$ cat src/include/acc_consts.vh
// constants for the analog comparator control block
`ifndef ACC_CONSTS_VH
`define ACC_CONSTS_VH

// register indices; byte address is four times the index
`define ACC_IDX_CFG_AB 16'ha030
`define ACC_IDX_CFG_CD 16'ha031
`define ACC_IDX_DAC0 16'ha032
`define ACC_IDX_DAC1 16'ha033
`define ACC_IDX_STATUS 16'ha034
`define ACC_IDX_READY 16'ha035

// apb byte address width (index of 16 bits plus two byte-lane bits)
`define ACC_ADDR_W 18

// fields inside one channel nibble of a configuration register
`define ACC_F_ON 3
`define ACC_F_SRC 2
`define ACC_F_IRQ 1
`define ACC_F_INV 0
// nibble bases of the first and second channel of a pair
`define ACC_NIB_HI 4
`define ACC_NIB_LO 0

// status register layout
`define ACC_ST_FLAG_LSB 4
`define ACC_ST_LIVE_LSB 0
`define ACC_ST_HYS_A_LSB 0
`define ACC_ST_HYS_B_LSB 2

// reset values
`define ACC_CFG_RST 8'h00
`define ACC_DAC_RST 8'h00
`define ACC_HYS_RST 2'h0

// comparator bias settling
`define ACC_SETTLE_US 20
`define ACC_CLK_KHZ 20000
`define ACC_SETTLE_CYC ((`ACC_SETTLE_US * `ACC_CLK_KHZ + 999) / 1000)

`endif

$ cat src/acc_edge.v
// per-channel toggle detector with sticky flags
`timescale 1ns/1ps
module acc_edge #(
  parameter W = 4
) (
  input wire pclk,
  input wire presetn,
  input wire pclk_en,
  input wire [W-1:0] live,
  input wire [W-1:0] chan_on,
  input wire [W-1:0] clr,
  output wire [W-1:0] flags
);
  reg [W-1:0] prev_q;
  reg [W-1:0] flag_q;
  wire [W-1:0] hit;

  genvar i;
  generate
    for (i = 0; i < W; i = i + 1) begin : g_ch
      // either direction counts, only while the channel is on
      assign hit[i] = (live[i] ^ prev_q[i]) & chan_on[i]; // [RULE8] [RULE14]
    end
  endgenerate

  always @(posedge pclk or negedge presetn) begin
    if (!presetn) begin
      prev_q <= {W{1'b0}};
      flag_q <= {W{1'b0}};
    end else if (pclk_en) begin
      prev_q <= live;
      // a new edge beats a clear in the same cycle
      flag_q <= (flag_q & ~clr) | hit; // [RULE14]
    end
  end

  assign flags = flag_q;
endmodule

$ cat src/acc_sync.v
// two-stage synchroniser for the raw comparator outputs
`timescale 1ns/1ps
module acc_sync #(
  parameter W = 4
) (
  input wire pclk,
  input wire presetn,
  input wire pclk_en,
  input wire [W-1:0] d,
  output wire [W-1:0] q
);
  reg [W-1:0] meta_q;
  reg [W-1:0] sync_q;

  // first stage feeds only the second stage
  always @(posedge pclk or negedge presetn) begin
    if (!presetn) begin
      meta_q <= {W{1'b0}};
      sync_q <= {W{1'b0}};
    end else if (pclk_en) begin
      meta_q <= d;
      sync_q <= meta_q;
    end
  end

  assign q = sync_q;
endmodule

$ cat src/acc_top.v
// analog comparator control: apb registers, polarity, live bits, flags, irq
//
// Operation
// RULE1: four channels, each with enable, threshold select, irq enable, invert.
// RULE2: software waits 20 us after enabling a channel before trusting it.
// RULE3: threshold code drives an 8-bit dac, 0x00 is 0 V, 0xff is 1.8 V.
// RULE4: channel a select 0 takes first dac, 1 takes second dac.
// RULE5: channels b, c, d select 0 takes first dac, 1 external pin.
// RULE6: invert bit set flips the comparator output before report and edges.
// RULE7: cpu reads each live comparator level directly, unlatched.
// RULE8: both edges of each output can raise an interrupt.
// RULE9: a/b config: bits 7..4 channel a, bits 3..0 channel b.
// RULE10: c/d config: bits 7..4 channel c, bits 3..0 channel d.
// RULE11: a and d share one input pin, b and c own pins, fourth is threshold.
// RULE12: software enables the analog switch and tristates other pin drivers.
// RULE13: software leaves an unused threshold code at 0x00 to save power.
// RULE14: flag sets on a live bit toggle while enabled, held until cleared.
// RULE15: a disabled channel reads its live bit as low.
// RULE16: second threshold register drives second dac with the same encoding.
// RULE17: raw outputs pass a two-flop synchroniser before any use.
// RULE18: irq is high while any channel has flag and irq enable set.
`timescale 1ns/1ps
`include "acc_consts.vh"
module acc_top #(
  parameter DAC_W = 8,
  parameter SETTLE_CYC = `ACC_SETTLE_CYC
) (
  input wire pclk,
  input wire presetn,
  input wire pclk_en,
  input wire psel,
  input wire penable,
  input wire pwrite,
  input wire [`ACC_ADDR_W-1:0] paddr,
  input wire [31:0] pwdata,
  output wire [31:0] prdata,
  output wire pready,
  output wire pslverr,
  input wire comparator_channel_a,
  input wire comparator_channel_b,
  input wire comparator_channel_c,
  input wire comparator_channel_d,
  output wire chan_a_on,
  output wire chan_b_on,
  output wire chan_c_on,
  output wire chan_d_on,
  output wire chan_a_level_source,
  output wire chan_b_level_source,
  output wire chan_c_level_source,
  output wire chan_d_level_source,
  output wire [DAC_W-1:0] first_threshold_level,
  output wire [DAC_W-1:0] second_threshold_level,
  output wire [1:0] chan_a_hysteresis,
  output wire [1:0] chan_bcd_hysteresis,
  output wire irq
);
  localparam NCH = 4;
  localparam SEL_AB = 3'd0;
  localparam SEL_CD = 3'd1;
  localparam SEL_DAC0 = 3'd2;
  localparam SEL_DAC1 = 3'd3;
  localparam SEL_STATUS = 3'd4;
  localparam SEL_READY = 3'd5;
  localparam SEL_NONE = 3'd7;
  // sized from the settle count so a longer setting cannot wrap the counter
  localparam CNT_W = $clog2(SETTLE_CYC + 1) + 1;
  localparam integer SETTLE_M1 = SETTLE_CYC - 1;
  localparam [CNT_W-1:0] SETTLE_LAST = SETTLE_M1[CNT_W-1:0];

  // word-aligned decode of the six registers, used by read and write paths
  function [2:0] acc_decode;
    input [`ACC_ADDR_W-1:0] addr;
    begin
      if (addr == {`ACC_IDX_CFG_AB, 2'b00}) begin
        acc_decode = SEL_AB;
      end else if (addr == {`ACC_IDX_CFG_CD, 2'b00}) begin
        acc_decode = SEL_CD;
      end else if (addr == {`ACC_IDX_DAC0, 2'b00}) begin
        acc_decode = SEL_DAC0;
      end else if (addr == {`ACC_IDX_DAC1, 2'b00}) begin
        acc_decode = SEL_DAC1;
      end else if (addr == {`ACC_IDX_STATUS, 2'b00}) begin
        acc_decode = SEL_STATUS;
      end else if (addr == {`ACC_IDX_READY, 2'b00}) begin
        acc_decode = SEL_READY;
      end else begin
        acc_decode = SEL_NONE;
      end
    end
  endfunction

  // one field of one channel; channel 0..3 is a..d
  // a and c sit in the high nibble of their pair register, b and d in the
  // low nibble, so one field position serves all four channels
  function cfg_field;
    input [7:0] ab;
    input [7:0] cd;
    input integer ch;
    input integer f;
    reg [7:0] pair;
    begin
      if (ch < 2) begin
        pair = ab;
      end else begin
        pair = cd;
      end
      if (ch % 2 == 0) begin
        cfg_field = pair[`ACC_NIB_HI + f];
      end else begin
        cfg_field = pair[`ACC_NIB_LO + f];
      end
    end
  endfunction

  reg [7:0] cfg_ab_q;
  reg [7:0] cfg_cd_q;
  reg [DAC_W-1:0] dac0_q;
  reg [DAC_W-1:0] dac1_q;
  reg [1:0] hys_a_q;
  reg [1:0] hys_b_q;
  reg [NCH-1:0] live_q;
  reg [NCH-1:0] ready_q;
  reg irq_q;
  reg pready_q;
  reg pslverr_q;
  reg [31:0] prdata_q;
  reg [31:0] rd_val;
  reg [NCH-1:0] clr_d;

  wire [NCH-1:0] raw;
  wire [NCH-1:0] sync;
  wire [NCH-1:0] flags;
  wire [NCH-1:0] on_v;
  wire [NCH-1:0] src_v;
  wire [NCH-1:0] irq_on_v;
  wire [NCH-1:0] inv_v;
  wire [2:0] sel;
  wire setup;
  wire wr_fire;

  // a and d sample the same pin on the analog side and differ only in
  // threshold; b and c have pins of their own
  assign raw = {comparator_channel_d, comparator_channel_c,
                comparator_channel_b, comparator_channel_a}; // [RULE11]

  // channel 0..3 is a..d; each takes one nibble of a config register
  // and the enable, irq enable and invert vectors feed the live, edge and irq logic below
  genvar c;
  generate
    for (c = 0; c < NCH; c = c + 1) begin : g_cfg // [RULE1]
      assign on_v[c] = cfg_field(cfg_ab_q, cfg_cd_q, c, `ACC_F_ON); // [RULE9] [RULE10]
      assign src_v[c] = cfg_field(cfg_ab_q, cfg_cd_q, c, `ACC_F_SRC); // [RULE9] [RULE10]
      assign irq_on_v[c] = cfg_field(cfg_ab_q, cfg_cd_q, c, `ACC_F_IRQ); // [RULE9] [RULE10]
      assign inv_v[c] = cfg_field(cfg_ab_q, cfg_cd_q, c, `ACC_F_INV); // [RULE9] [RULE10]
    end
  endgenerate

  acc_sync #(
    .W(NCH)
  ) u_sync (
    .pclk(pclk),
    .presetn(presetn),
    .pclk_en(pclk_en),
    .d(raw),
    .q(sync)
  ); // [RULE17]

  // live bits: polarity applied after the synchroniser, forced low when off
  // a core just switched on shows junk for a few cycles and may raise a flag;
  // software clears such flags once the settle time has passed
  always @(posedge pclk or negedge presetn) begin
    if (!presetn) begin
      live_q <= {NCH{1'b0}};
    end else if (pclk_en) begin
      live_q <= on_v & (sync ^ inv_v); // [RULE6] [RULE15] [RULE17]
    end
  end

  acc_edge #(
    .W(NCH)
  ) u_edge (
    .pclk(pclk),
    .presetn(presetn),
    .pclk_en(pclk_en),
    .live(live_q),
    .chan_on(on_v),
    .clr(clr_d),
    .flags(flags)
  ); // [RULE8] [RULE14]

  // irq follows the flags one cycle later so the pin comes from a flop
  // the mask is the per-channel irq enable; flags still set with it clear
  always @(posedge pclk or negedge presetn) begin
    if (!presetn) begin
      irq_q <= 1'b0;
    end else if (pclk_en) begin
      irq_q <= |(flags & irq_on_v); // [RULE18]
    end
  end

  // settle timers give software a readable sign that the bias has had
  // its time; they do not gate the live bits, that stays software's call
  genvar i;
  generate
    for (i = 0; i < NCH; i = i + 1) begin : g_settle
      reg [CNT_W-1:0] cnt_q;
      always @(posedge pclk or negedge presetn) begin
        if (!presetn) begin
          cnt_q <= {CNT_W{1'b0}};
          ready_q[i] <= 1'b0;
        end else if (pclk_en) begin
          if (!on_v[i]) begin
            cnt_q <= {CNT_W{1'b0}};
            ready_q[i] <= 1'b0;
          end else if (cnt_q != SETTLE_LAST) begin
            cnt_q <= cnt_q + {{(CNT_W-1){1'b0}}, 1'b1}; // [RULE2]
          end else begin
            ready_q[i] <= 1'b1; // [RULE2]
          end
        end
      end
    end
  endgenerate

  // apb: answer is prepared in the setup cycle, access phase is one cycle
  // no wait states; a low clock enable simply holds the answer in place
  // read data is taken at the setup edge, so a flag set in the access cycle
  // shows up on the next read instead
  assign sel = acc_decode(paddr);
  assign setup = psel & ~penable;
  assign wr_fire = psel & penable & pready_q & pwrite;

  always @* begin
    rd_val = 32'h0000_0000;
    case (sel)
      SEL_AB: begin
        rd_val[7:0] = cfg_ab_q;
      end
      SEL_CD: begin
        rd_val[7:0] = cfg_cd_q;
      end
      SEL_DAC0: begin
        rd_val[DAC_W-1:0] = dac0_q;
      end
      SEL_DAC1: begin
        rd_val[DAC_W-1:0] = dac1_q;
      end
      SEL_STATUS: begin
        rd_val[`ACC_ST_FLAG_LSB +: NCH] = flags;
        rd_val[`ACC_ST_LIVE_LSB +: NCH] = live_q; // [RULE7]
      end
      SEL_READY: begin
        rd_val[NCH-1:0] = ready_q;
      end
      default: begin
        rd_val = 32'h0000_0000;
      end
    endcase
  end

  // write one to a flag bit of the status register clears it
  always @* begin
    clr_d = {NCH{1'b0}};
    if (pclk_en && wr_fire && sel == SEL_STATUS) begin
      clr_d = pwdata[`ACC_ST_FLAG_LSB +: NCH]; // [RULE14]
    end
  end

  always @(posedge pclk or negedge presetn) begin
    if (!presetn) begin
      pready_q <= 1'b0;
      pslverr_q <= 1'b0;
      prdata_q <= 32'h0000_0000;
    end else if (pclk_en) begin
      if (setup) begin
        pready_q <= 1'b1;
        pslverr_q <= (sel == SEL_NONE);
        prdata_q <= pwrite ? 32'h0000_0000 : rd_val;
      end else begin
        pready_q <= 1'b0;
        pslverr_q <= 1'b0;
      end
    end
  end

  // register writes take effect at the access edge only
  always @(posedge pclk or negedge presetn) begin
    if (!presetn) begin
      cfg_ab_q <= `ACC_CFG_RST;
      cfg_cd_q <= `ACC_CFG_RST;
      dac0_q <= `ACC_DAC_RST;
      dac1_q <= `ACC_DAC_RST;
      hys_a_q <= `ACC_HYS_RST;
      hys_b_q <= `ACC_HYS_RST;
    end else if (pclk_en && wr_fire) begin
      case (sel)
        SEL_AB: begin
          cfg_ab_q <= pwdata[7:0]; // [RULE9]
        end
        SEL_CD: begin
          cfg_cd_q <= pwdata[7:0]; // [RULE10]
        end
        SEL_DAC0: begin
          dac0_q <= pwdata[DAC_W-1:0]; // [RULE3]
        end
        SEL_DAC1: begin
          dac1_q <= pwdata[DAC_W-1:0]; // [RULE16]
        end
        SEL_STATUS: begin
          // low nibble reads live bits but writes hysteresis trims
          // the trims are write-only; software keeps its own copy
          hys_a_q <= pwdata[`ACC_ST_HYS_A_LSB +: 2];
          hys_b_q <= pwdata[`ACC_ST_HYS_B_LSB +: 2];
        end
        default: begin
          cfg_ab_q <= cfg_ab_q;
        end
      endcase
    end
  end

  assign prdata = prdata_q;
  assign pready = pready_q;
  assign pslverr = pslverr_q;

  assign chan_a_on = cfg_ab_q[`ACC_NIB_HI + `ACC_F_ON];
  assign chan_b_on = cfg_ab_q[`ACC_NIB_LO + `ACC_F_ON];
  assign chan_c_on = cfg_cd_q[`ACC_NIB_HI + `ACC_F_ON];
  assign chan_d_on = cfg_cd_q[`ACC_NIB_LO + `ACC_F_ON];

  // a: 0 first dac, 1 second dac; b/c/d: 0 first dac, 1 external pin
  assign chan_a_level_source = cfg_ab_q[`ACC_NIB_HI + `ACC_F_SRC]; // [RULE4]
  assign chan_b_level_source = cfg_ab_q[`ACC_NIB_LO + `ACC_F_SRC]; // [RULE5]
  assign chan_c_level_source = cfg_cd_q[`ACC_NIB_HI + `ACC_F_SRC]; // [RULE5]
  assign chan_d_level_source = cfg_cd_q[`ACC_NIB_LO + `ACC_F_SRC]; // [RULE5]

  // codes go straight to the r-2r dacs, linear over 256 steps
  assign first_threshold_level = dac0_q; // [RULE3]
  assign second_threshold_level = dac1_q; // [RULE16]

  assign chan_a_hysteresis = hys_a_q;
  assign chan_bcd_hysteresis = hys_b_q;
  assign irq = irq_q;
endmodule

$ cat config.mk
export PLATFORM = sky130hd
export DESIGN_NAME = acc_top
export DESIGN_NICKNAME = d
export VERILOG_FILES = /design/src/acc_edge.v /design/src/acc_sync.v /design/src/acc_top.v
export VERILOG_INCLUDE_DIRS = /design/src /design/src/include
export SDC_FILE = /design/constraint.sdc
export NUM_CORES = 1
export LEC_CHECK = 0
export ABC_AREA = 1
export ABC_CLOCK_PERIOD_IN_PS = 3100
export BUFFER_PORTS_ARGS = -buffer_cell sky130_fd_sc_hd__buf_2
export CAP_MARGIN = 20
export CORE_AREA = 2 2 102 128
export DETAILED_ROUTE_END_ITERATION = 10
export DIE_AREA = 0 0 104 130
export PLACE_DENSITY_LB_ADDON = 0.08
export SLEW_MARGIN = 20
export SYNTH_ARGS = -nofsm -noshare
export SYNTH_HDL_FRONTEND = slang
export SYNTH_SLANG_ARGS = --single-unit
$ cat constraint.sdc
create_clock -name pclk -period 3.1 [get_ports pclk]
set_input_delay 0.31 -clock pclk [delete_from_list [all_inputs] [get_ports pclk]]
set_output_delay 0.31 -clock pclk [all_outputs]
set_load 0.1 [all_outputs]
# Yosys cells after proc, flatten, opt, wreduce, memory -nomap -nowiden
# Index checks and enable logic that the tools add are counted.
# word_totals
output_inout_bits	63
rom_bits	0
n_memories	0
in_bits	60
reg_bits	135
latch_bits	0
ramBits	0
# classes
multipliers	0
n_mux	28
reduce_logical	18
n_shift	0
eq_ne	24
bitwise	19
div_mod_pow	0
order_cmp	0
n_addsub	4
# ops
cell	n
$eq 18x18->1 const B	6
$mux 10	8
$add 10x1->10 const B	4
$ne 10x9->1 const B	4
$reduce_and 2->1	14
$pmux 4 s6	1
$pmux 4 s5	1
$and 4x4->4	3
$mux 3	4
$mux 1	10
$eq 3x3->1 const B	3
$and 1x1->1	8
$mux 8	1
$ne 2x1->1 const B	4
$ne 2x2->1 const B	4
$eq 3x2->1 const B	2
$mux 2	2
$mux 4	1
$not 4->4	1
$or 4x4->4	1
$reduce_or 4->1	1
$xor 1x1->1	4
$xor 4x4->4	1
$eq 3x1->1 const B	1
3 further kinds	4

# Depth between registers and ports, before layout
# Gate-level depths: netlist (run 1).
# depth
ltp_word	13
ltp_mapped	12

# Modules after synthesis
# Synthesis (run 1) repeated with hierarchy kept, for this count alone.
# unflattened
cells_unflattened	776
area_unflattened_um2	6193.4
# modules_own_cells
mod	instances	seq_area_each_um2	cells_each	area_each_um2
acc_top	1	2377.3	684	5462.7
acc_edge	1	200.2	58	425.4
acc_sync	1	200.2	34	305.3

# Worst setup path before layout (run 1)
# No wires, ideal clock.
# synth_path
path_kind	reg-to-reg
from	register cfg_ab_q[3]
to	register g_settle[1].cnt_q[2]
required_time_ns	3.005
arrival_ns	1.970
synth_period_minus_slack_ns	2.066
path_slack_ns	1.034
path_stages_with_launch	9
path_cell_list	dfrtp_1 > buf_2 > nand4_1 > nor4_1 > inv_1 > nand2_1 > buf_2 > nand2_1 > o31ai_1
# synth_via
elab_chain_cells	2
word_cells_on_any_way	3
cone_classes	eq/ne (1); mux (1); reduce/logical (1)
# synth_rtl
element	line_no	rtl
start, declared	acc_top.v:115	reg [7:0] cfg_ab_q;
start signal, assigned	acc_top.v:289	cfg_ab_q <= `ACC_CFG_RST;
start signal, assigned	acc_top.v:298	cfg_ab_q <= pwdata[7:0];
start signal, assigned	acc_top.v:316	cfg_ab_q <= cfg_ab_q;
$ne 2x1->1 (no source line)	-	
$reduce_and 2->1 (no source line)	-	
end signal, assigned	acc_top.v:209	cnt_q <= {CNT_W{1'b0}};
end signal, assigned	acc_top.v:213	cnt_q <= {CNT_W{1'b0}};
end signal, assigned	acc_top.v:216	cnt_q <= cnt_q + {{(CNT_W-1){1'b0}}, 1'b1};
end, declared	acc_top.v:206	reg [CNT_W-1:0] cnt_q;
# Parallel ways exist; a longest one is shown, timed or not.
# A chain may end at the register's enable or synchronous reset.

# Final worst setup path (run 1)
# layout_path
from	register g_settle[2].cnt_q[0]
to	register g_settle[2].cnt_q[4]
# layout_via
elab_chain_cells	3
word_cells_on_any_way	6
cone_classes	add/sub (1); eq/ne (2); mux (2); reduce/logical (1)
# layout_rtl
element	line_no
start, declared	acc_top.v:206
start signal, assigned	acc_top.v:209
start signal, assigned	acc_top.v:213
start signal, assigned	acc_top.v:216
$add 10x1->10 or $ne 10x9->1 (tied branches)	acc_top.v:216, acc_top.v:215
$mux 10 or $ne 2x1->1 (tied branches)	-
$mux 10 or $reduce_and 2->1 (tied branches)	-
# Parallel ways exist; a longest one is shown, timed or not. The select of a mux whose other input is x is not followed.

==> run_results.csv, run 1 <==
group,metric,value,unit
final_layout,fin_cells,987,
clock_network,holdBufCountCts,0,
floorplan,start_util,48.5,%
floorplan,floorplan.die.height,130,um
final_layout,final_cell_area,0.00669,mm2
final_layout,n_fill_cell,1230,
drt,drt_first_pass_iters,4,
drt,drt-initial-drc-count,285,
timing,slew_headroom,55.7,%
synthesis,yosys.area.top_type,"dfrtp_1",
clock_network,clk_pin_slew,70,ps
clock_network,clock-sinks,111,
drt,vias,5065,
synthesis,synth_edf_count,0,
synthesis,yosysSeqAreaShare,46.1,%
timing,slew_viol_final,0,
clock_network,numCtsBuffers,9,
timing,hold_viol,14,
synthesis,synth_top_cell_area_share,46.1,%
final_layout,syn2layout_area_growth,11.0,%
power,cellLeakagePower,3.30,nW
synthesis,ys_top_cells_by_count,"nand2_1 (208), dfrtp_1 (111), inv_1 (67)",
critical_path,crit_arrival,2170,ps
critical_path,reg2reg_from,"g_settle[2].cnt_q[0]",
critical_path,critPathCaptureType,"flop",
grt,grt_pass1_wl,24.3,mm
critical_path,critPathLaunchType,"flop",
clock_network,cts_root_buffer,"clkbuf_16",
floorplan,io_pins,123,
placement,pre_cts_ws,1120,ps
synthesis,synthCells,754,
floorplan,die_x,104,um
timing,timing.setup.tns,0,ps
drt,drt_wl_total,14.7,mm
synthesis,ys_warn_count,0,
final_layout,final_nets,881,
critical_path,r2r_slack,1160,ps
synthesis,synth_seq_cells,111,
floorplan,fp-row-count,46,
timing,finalWorstSetupSlack,1160,ps
timing,fin_crit_sh,62.5,%
placement,io_buffers,74,
critical_path,required,3330,ps
synthesis,yosysMostFrequentCell,"nand2_1",
final_layout,drive_above_1_share,14.5,%
power,ir_drop,0.298,mV
synthesis,ys_async_sr_fraction,100,%
floorplan,core-area,0.0124,mm2
synthesis,ys_types,43,
drt,drtAntennaViolNets,0,
placement,placed_cell_area,0.00641,mm2
drt,drc_errors,0,
grt,grt_pass1_vias,4913,
critical_path,timing.rr.end,"g_settle[2].cnt_q[4]",
job,drv_cap,0,
floorplan,dieArea,0.0135,mm2
timing,rsz0062_at_grt,"false",
placement,place_inst,974,
clock_network,post_cts_buffers,0,
timing,clock_skew,5.76,ps
timing,holdWs,-16.4,ps
critical_path,r2r_cells,8,
grt,grt_overflow_total,0,
timing,fmax,516,MHz
grt,antenna_found_initial,0,
synthesis,ys.flop_type,"dfrtp_1",
timing,setup_viol,0,
placement,dp_hpwl,10.9,mm
synthesis,avgSynthCellArea,7.99,um2
critical_path,path_class,"reg -> reg",
clock_network,post_cts_resize_count,0,
timing,worstMarginPinSlew,665,ps
synthesis,yosys-top-cells-area,"dfrtp_1 (46%), nand2_1 (13%), nand4_1 (5.8%)",
synthesis,netlist_area,0.00602,mm2
clock_network,cts_buffer_depth,2,
status,status,"finished with violations",
drt,viasPerCell,5.13,
grt,grtUsageTotal,22.8,%
placement,gp_congestion,0.890,
power,p_per_area,433,mW/mm2
clock_network,h-tree-depth,3,
final_layout,diodes,0,
clock_network,clk_latency,350,ps
timing,min_period,1940,ps
worst_hold_path,hold_path.class,"in -> async",
drt,wl_per_cell,14.9,um
status,violations,"hold timing",
grt,grt_max_degree,63,
critical_path,crit_fanout,16,
clock_network,cts_tree,"done",
[flip-flops by register name, indices dropped and copies added, names as in the netlist, 2 cells and up]
register,flops
g_settle.cnt_q,40
cfg_ab_q,8
cfg_cd_q,8
first_threshold_level,8
prdata,8
second_threshold_level,8
live_q,4
ready_q,4
u_edge.flags,4
u_edge.prev_q,4
u_sync.meta_q,4
u_sync.q,4
chan_a_hysteresis,2
chan_bcd_hysteresis,2
[power by group]
part	switching [W]	leakage, nW	total, W	internal, W
clock network	0.000510	0.131	0.00113	0.000617
registers	0.00000970	1.53	0.00147	0.00146
logic	0.000259	1.64	0.000300	0.0000405
[critical path, stage by stage, from the launching register on]
cell,delay (ps)
dfrtp_1,380
ha_1,220
nand2_1,110
nor3_1,280
nand2_1,80
nand2_1,380
inv_1,180
nand4_1,110
o21ai_0,80
[per-stage QoR]
stage               util [%]  total power [W]
floorplan                  -          0.00174
global placement        51.6          0.00180
detailed placement      51.6          0.00180
CTS                     53.8          0.00294
global route            53.8          0.00303
finish                  53.8          0.00290
[worst max-delay path by stage]
| stage | startpoint | end | slack [ps] | cells after the start |
|---|---|---|---|---|
| 6_report | g_settle[2].cnt_q[0] | g_settle[2].cnt_q[4] | 1160 | 8 |
| 5_1_grt | g_settle[2].cnt_q[0] | g_settle[2].cnt_q[0] | 900 | 8 |
| 4_1_cts | g_settle[2].cnt_q[0] | g_settle[2].cnt_q[4] | 1150 | 8 |
| 3_5_place_dp | pclk_en | u_edge.flags[0] | 1120 | 8 |
| 3_3_place_gp | pclk_en | u_edge.flags[0] | 1110 | 8 |
| 2_1_floorplan | cfg_ab_q[3] | g_settle[1].cnt_q[2] | 1030 | 8 |
[layer usage]
metal / routed length (um) / GRT usage, % / vias up
met3: 421 / 2.55 / 23
met5: 0 / 0 / -
met2: 7710 / 40.9 / 95
met4: 312 / 9.54 / 0
met1: 6300 / 28.1 / 2379
li1: - / - / 2568
[placed cells by master (no fill, tap or decap), types with 2 or more instances in the layout]
master	instances
nor3_1	13
inv_1	67
nor3b_1	2
nand2_1	208
ha_1	4
nor4_1	2
xnor2_1	6
conb_1	24
o21ai_1	23
xor2_1	14
nand3b_1	4
a21oi_1	6
nand2_2	4
nand4_1	56
inv_2	6
clkbuf_16	9
nor2_1	54
o21ai_0	54
nor2_2	3
buf_4	5
nor2_4	5
nand3_1	33
dfrtp_1	111
buf_2	73
o21bai_1	2
o31ai_1	10
nand4_4	3
[final cells by class]
| type | count | area [um2] | share of cell area [%] |
|---|---|---|---|
| sequential | 111 | 2780 | 41.5 |
| multi-input combinational | 542 | 2720 | 40.7 |
| timing repair buffer | 79 | 423 | 6.33 |
| inverter | 74 | 278 | 4.15 |
| clock buffer | 10 | 229 | 3.43 |
| tap | 168 | 210 | 3.14 |
| clock inverter | 3 | 46.3 | 0.692 |
[logic make-up after synthesis]
kind of cell	synth area share, %
xor gates and xnor gates	2.91
AOI/OAI and AO/OA	9.49
other	0.0622
and+or+nand+nor	30.4
DFF	46.1
buffers and inverters	10.2
adders and majority gates	0.831
Note: power is estimated with default switching activity, not from simulation.
==> run 2, diff against run 1 <==
--- a/config.mk
+++ b/config.mk
@@ -7,7 +7,7 @@
 export NUM_CORES = 1
 export LEC_CHECK = 0
 export ABC_AREA = 1
-export ABC_CLOCK_PERIOD_IN_PS = 3100
+export ABC_CLOCK_PERIOD_IN_PS = 1600
 export BUFFER_PORTS_ARGS = -buffer_cell sky130_fd_sc_hd__buf_2
 export CAP_MARGIN = 20
 export CORE_AREA = 2 2 102 128
==> constraint.sdc (replaced) <==
create_clock -name pclk -period 1.6 [get_ports pclk]
set_input_delay 0.16 -clock pclk [delete_from_list [all_inputs] [get_ports pclk]]
set_output_delay 0.16 -clock pclk [all_outputs]
set_load 0.1 [all_outputs]
==> run 2 against run 1 <==
Against the previous run: the flow now finishes without violations; wire length rose by 5.7%; total power rose by 97%; sequential share of layout area down 2.1 points; global-route usage rose by 0.76 points; clock-buffer cell count up 2; die area unchanged; largest power group unchanged.
==> run_results.csv, run 2 (synthesis gave the netlist of run 1 again) <==
group,metric,value,unit
status,status,"completed",
placement,placed_cell_area,0.00664,mm2
power,cellLeakagePower,3.48,nW
final_layout,diodes,0,
timing,worstMarginPinSlew,537,ps
timing,fin_crit_sh,95.9,%
drt,viasPerCell,5.18,
final_layout,final_cell_area,0.00707,mm2
final_layout,final_nets,911,
timing,min_period,1530,ps
grt,antenna_found_initial,0,
worst_hold_path,hold_path.class,"in -> reg",
grt,grt_max_degree,35,
timing,setup_viol,0,
grt,grtUsageTotal,23.5,%
clock_network,clk_pin_slew,70,ps
timing,timing.setup.tns,0,ps
critical_path,path_class,"reg -> reg",
grt,grt_pass1_wl,24.9,mm
clock_network,cts_buffer_depth,2,
placement,gp_congestion,0.904,
drt,wl_per_cell,15.3,um
floorplan,fp-row-count,46,
critical_path,required,1830,ps
job,drv_cap,0,
power,ir_drop,0.633,mV
drt,drc_errors,0,
drt,drt_wl_total,15.6,mm
clock_network,numCtsBuffers,9,
final_layout,syn2layout_area_growth,17.4,%
final_layout,regMostFlops,"g_settle.cnt_q",
floorplan,start_util,48.5,%
clock_network,clock-sinks,111,
drt,drt-initial-drc-count,238,
final_layout,largest_reg_flops,40,
placement,place_inst,999,
timing,slew_viol_final,0,
floorplan,floorplan.die.height,130,um
final_layout,fin_cells,1020,
power,p_per_area,808,mW/mm2
final_layout,final_core_util,56.9,%
floorplan,core-area,0.0124,mm2
timing,holdWs,14.2,ps
timing,rsz0062_at_grt,"true",
clock_network,h-tree-depth,3,
final_layout,layout_common_cells,"nand2_1 (203), dfrtp_1 (106), buf_2 (72)",
clock_network,cts_tree,"done",
drt,drt_first_pass_iters,5,
critical_path,crit_fanout,6,
floorplan,dieArea,0.0135,mm2
timing,clock_skew,6.31,ps
drt,drtAntennaViolNets,0,
timing,hold_viol,0,
final_layout,final_common_cell,"nand2_1",
clock_network,cts_root_buffer,"clkbuf_16",
final_layout,drive_above_1_share,20.5,%
placement,io_buffers,74,
clock_network,clk_latency,360,ps
grt,grt_overflow_total,0,
critical_path,r2r_slack,70,ps
drt,vias,5282,
timing,slew_headroom,64.5,%
critical_path,critPathLaunchType,"flop",
placement,dp_hpwl,11.5,mm
floorplan,die_x,104,um
timing,fmax,652,MHz
grt,grt_pass1_vias,4987,
floorplan,io_pins,123,
critical_path,crit_arrival,1760,ps
critical_path,critPathCaptureType,"flop",
run 2: repair_timing:
item | CTS | global route
pin swaps | 0 | 7
cloned | 0 | 1
setup buffers | 0 | 3
endpoints found under the hold margin | 18 | 0
resized for setup | 2 | 22
endpoints found under the setup margin | 5 | 35
hold buffers | 1 | 0
run 2: metrics by stage:
step | power [W] | worst slack, ps
6_report | 0.00571 | 65.3
5_1_grt | 0.00591 | -39.5
3_5_place_dp | 0.00352 | -48.0
2_1_floorplan | 0.00337 | 3.00
4_1_cts | 0.00575 | 4.54
3_3_place_gp | 0.00351 | 12.4
run 2: path summary, 6_finish.rpt:
path,from,endpoint,depth (start not counted)
max,g_settle[3].cnt_q[1],g_settle[3].cnt_q[4],9
min,comparator_channel_c,u_sync.meta_q[2],3
max reg2reg,g_settle[3].cnt_q[1],g_settle[3].cnt_q[4],9
min reg2reg,prdata[3],prdata[3],2
max in group asynchronous,presetn,g_settle[2].cnt_q[7],3
min in group asynchronous,presetn,second_threshold_level[3],2
run 2: where the power goes:
group	switching, W	internal [W]	total [W]
Combinational	0.000518	0.000107	0.000625
Sequential	0.0000186	0.00283	0.00285
Clock	0.00105	0.00119	0.00224
run 2: final cells by class:
type | count | area, um2
clock buffer | 12 | 267
sequential | 111 | 2790
fill | 1184 | 5360
multi-input combinational | 543 | 2830
tap | 168 | 210
timing repair buffer | 108 | 671
inverter | 74 | 278
clock inverter | 4 | 28.8
run 2: worst max-delay path, stage by stage, from the launching register on:
cell	delay (ps)
dfrtp_1	400
ha_4	170
nand2_4	50
nor2_2	110
nand4_1	120
nand2_2	150
o21ai_4	100
nand2_1	80
xor2_1	160
nor2_1	60
run 2: layer usage:
| layer | global-route usage (%) | vias to the layer above | wire length (um) |
|---|---|---|---|
| met1 | 28.5 | 2526 | 6590 |
| li1 | - | 2630 | - |
| met5 | 0 | - | 0 |
| met2 | 43.0 | 107 | 8230 |
| met4 | 8.51 | 0 | 350 |
| met3 | 3.40 | 19 | 414 |
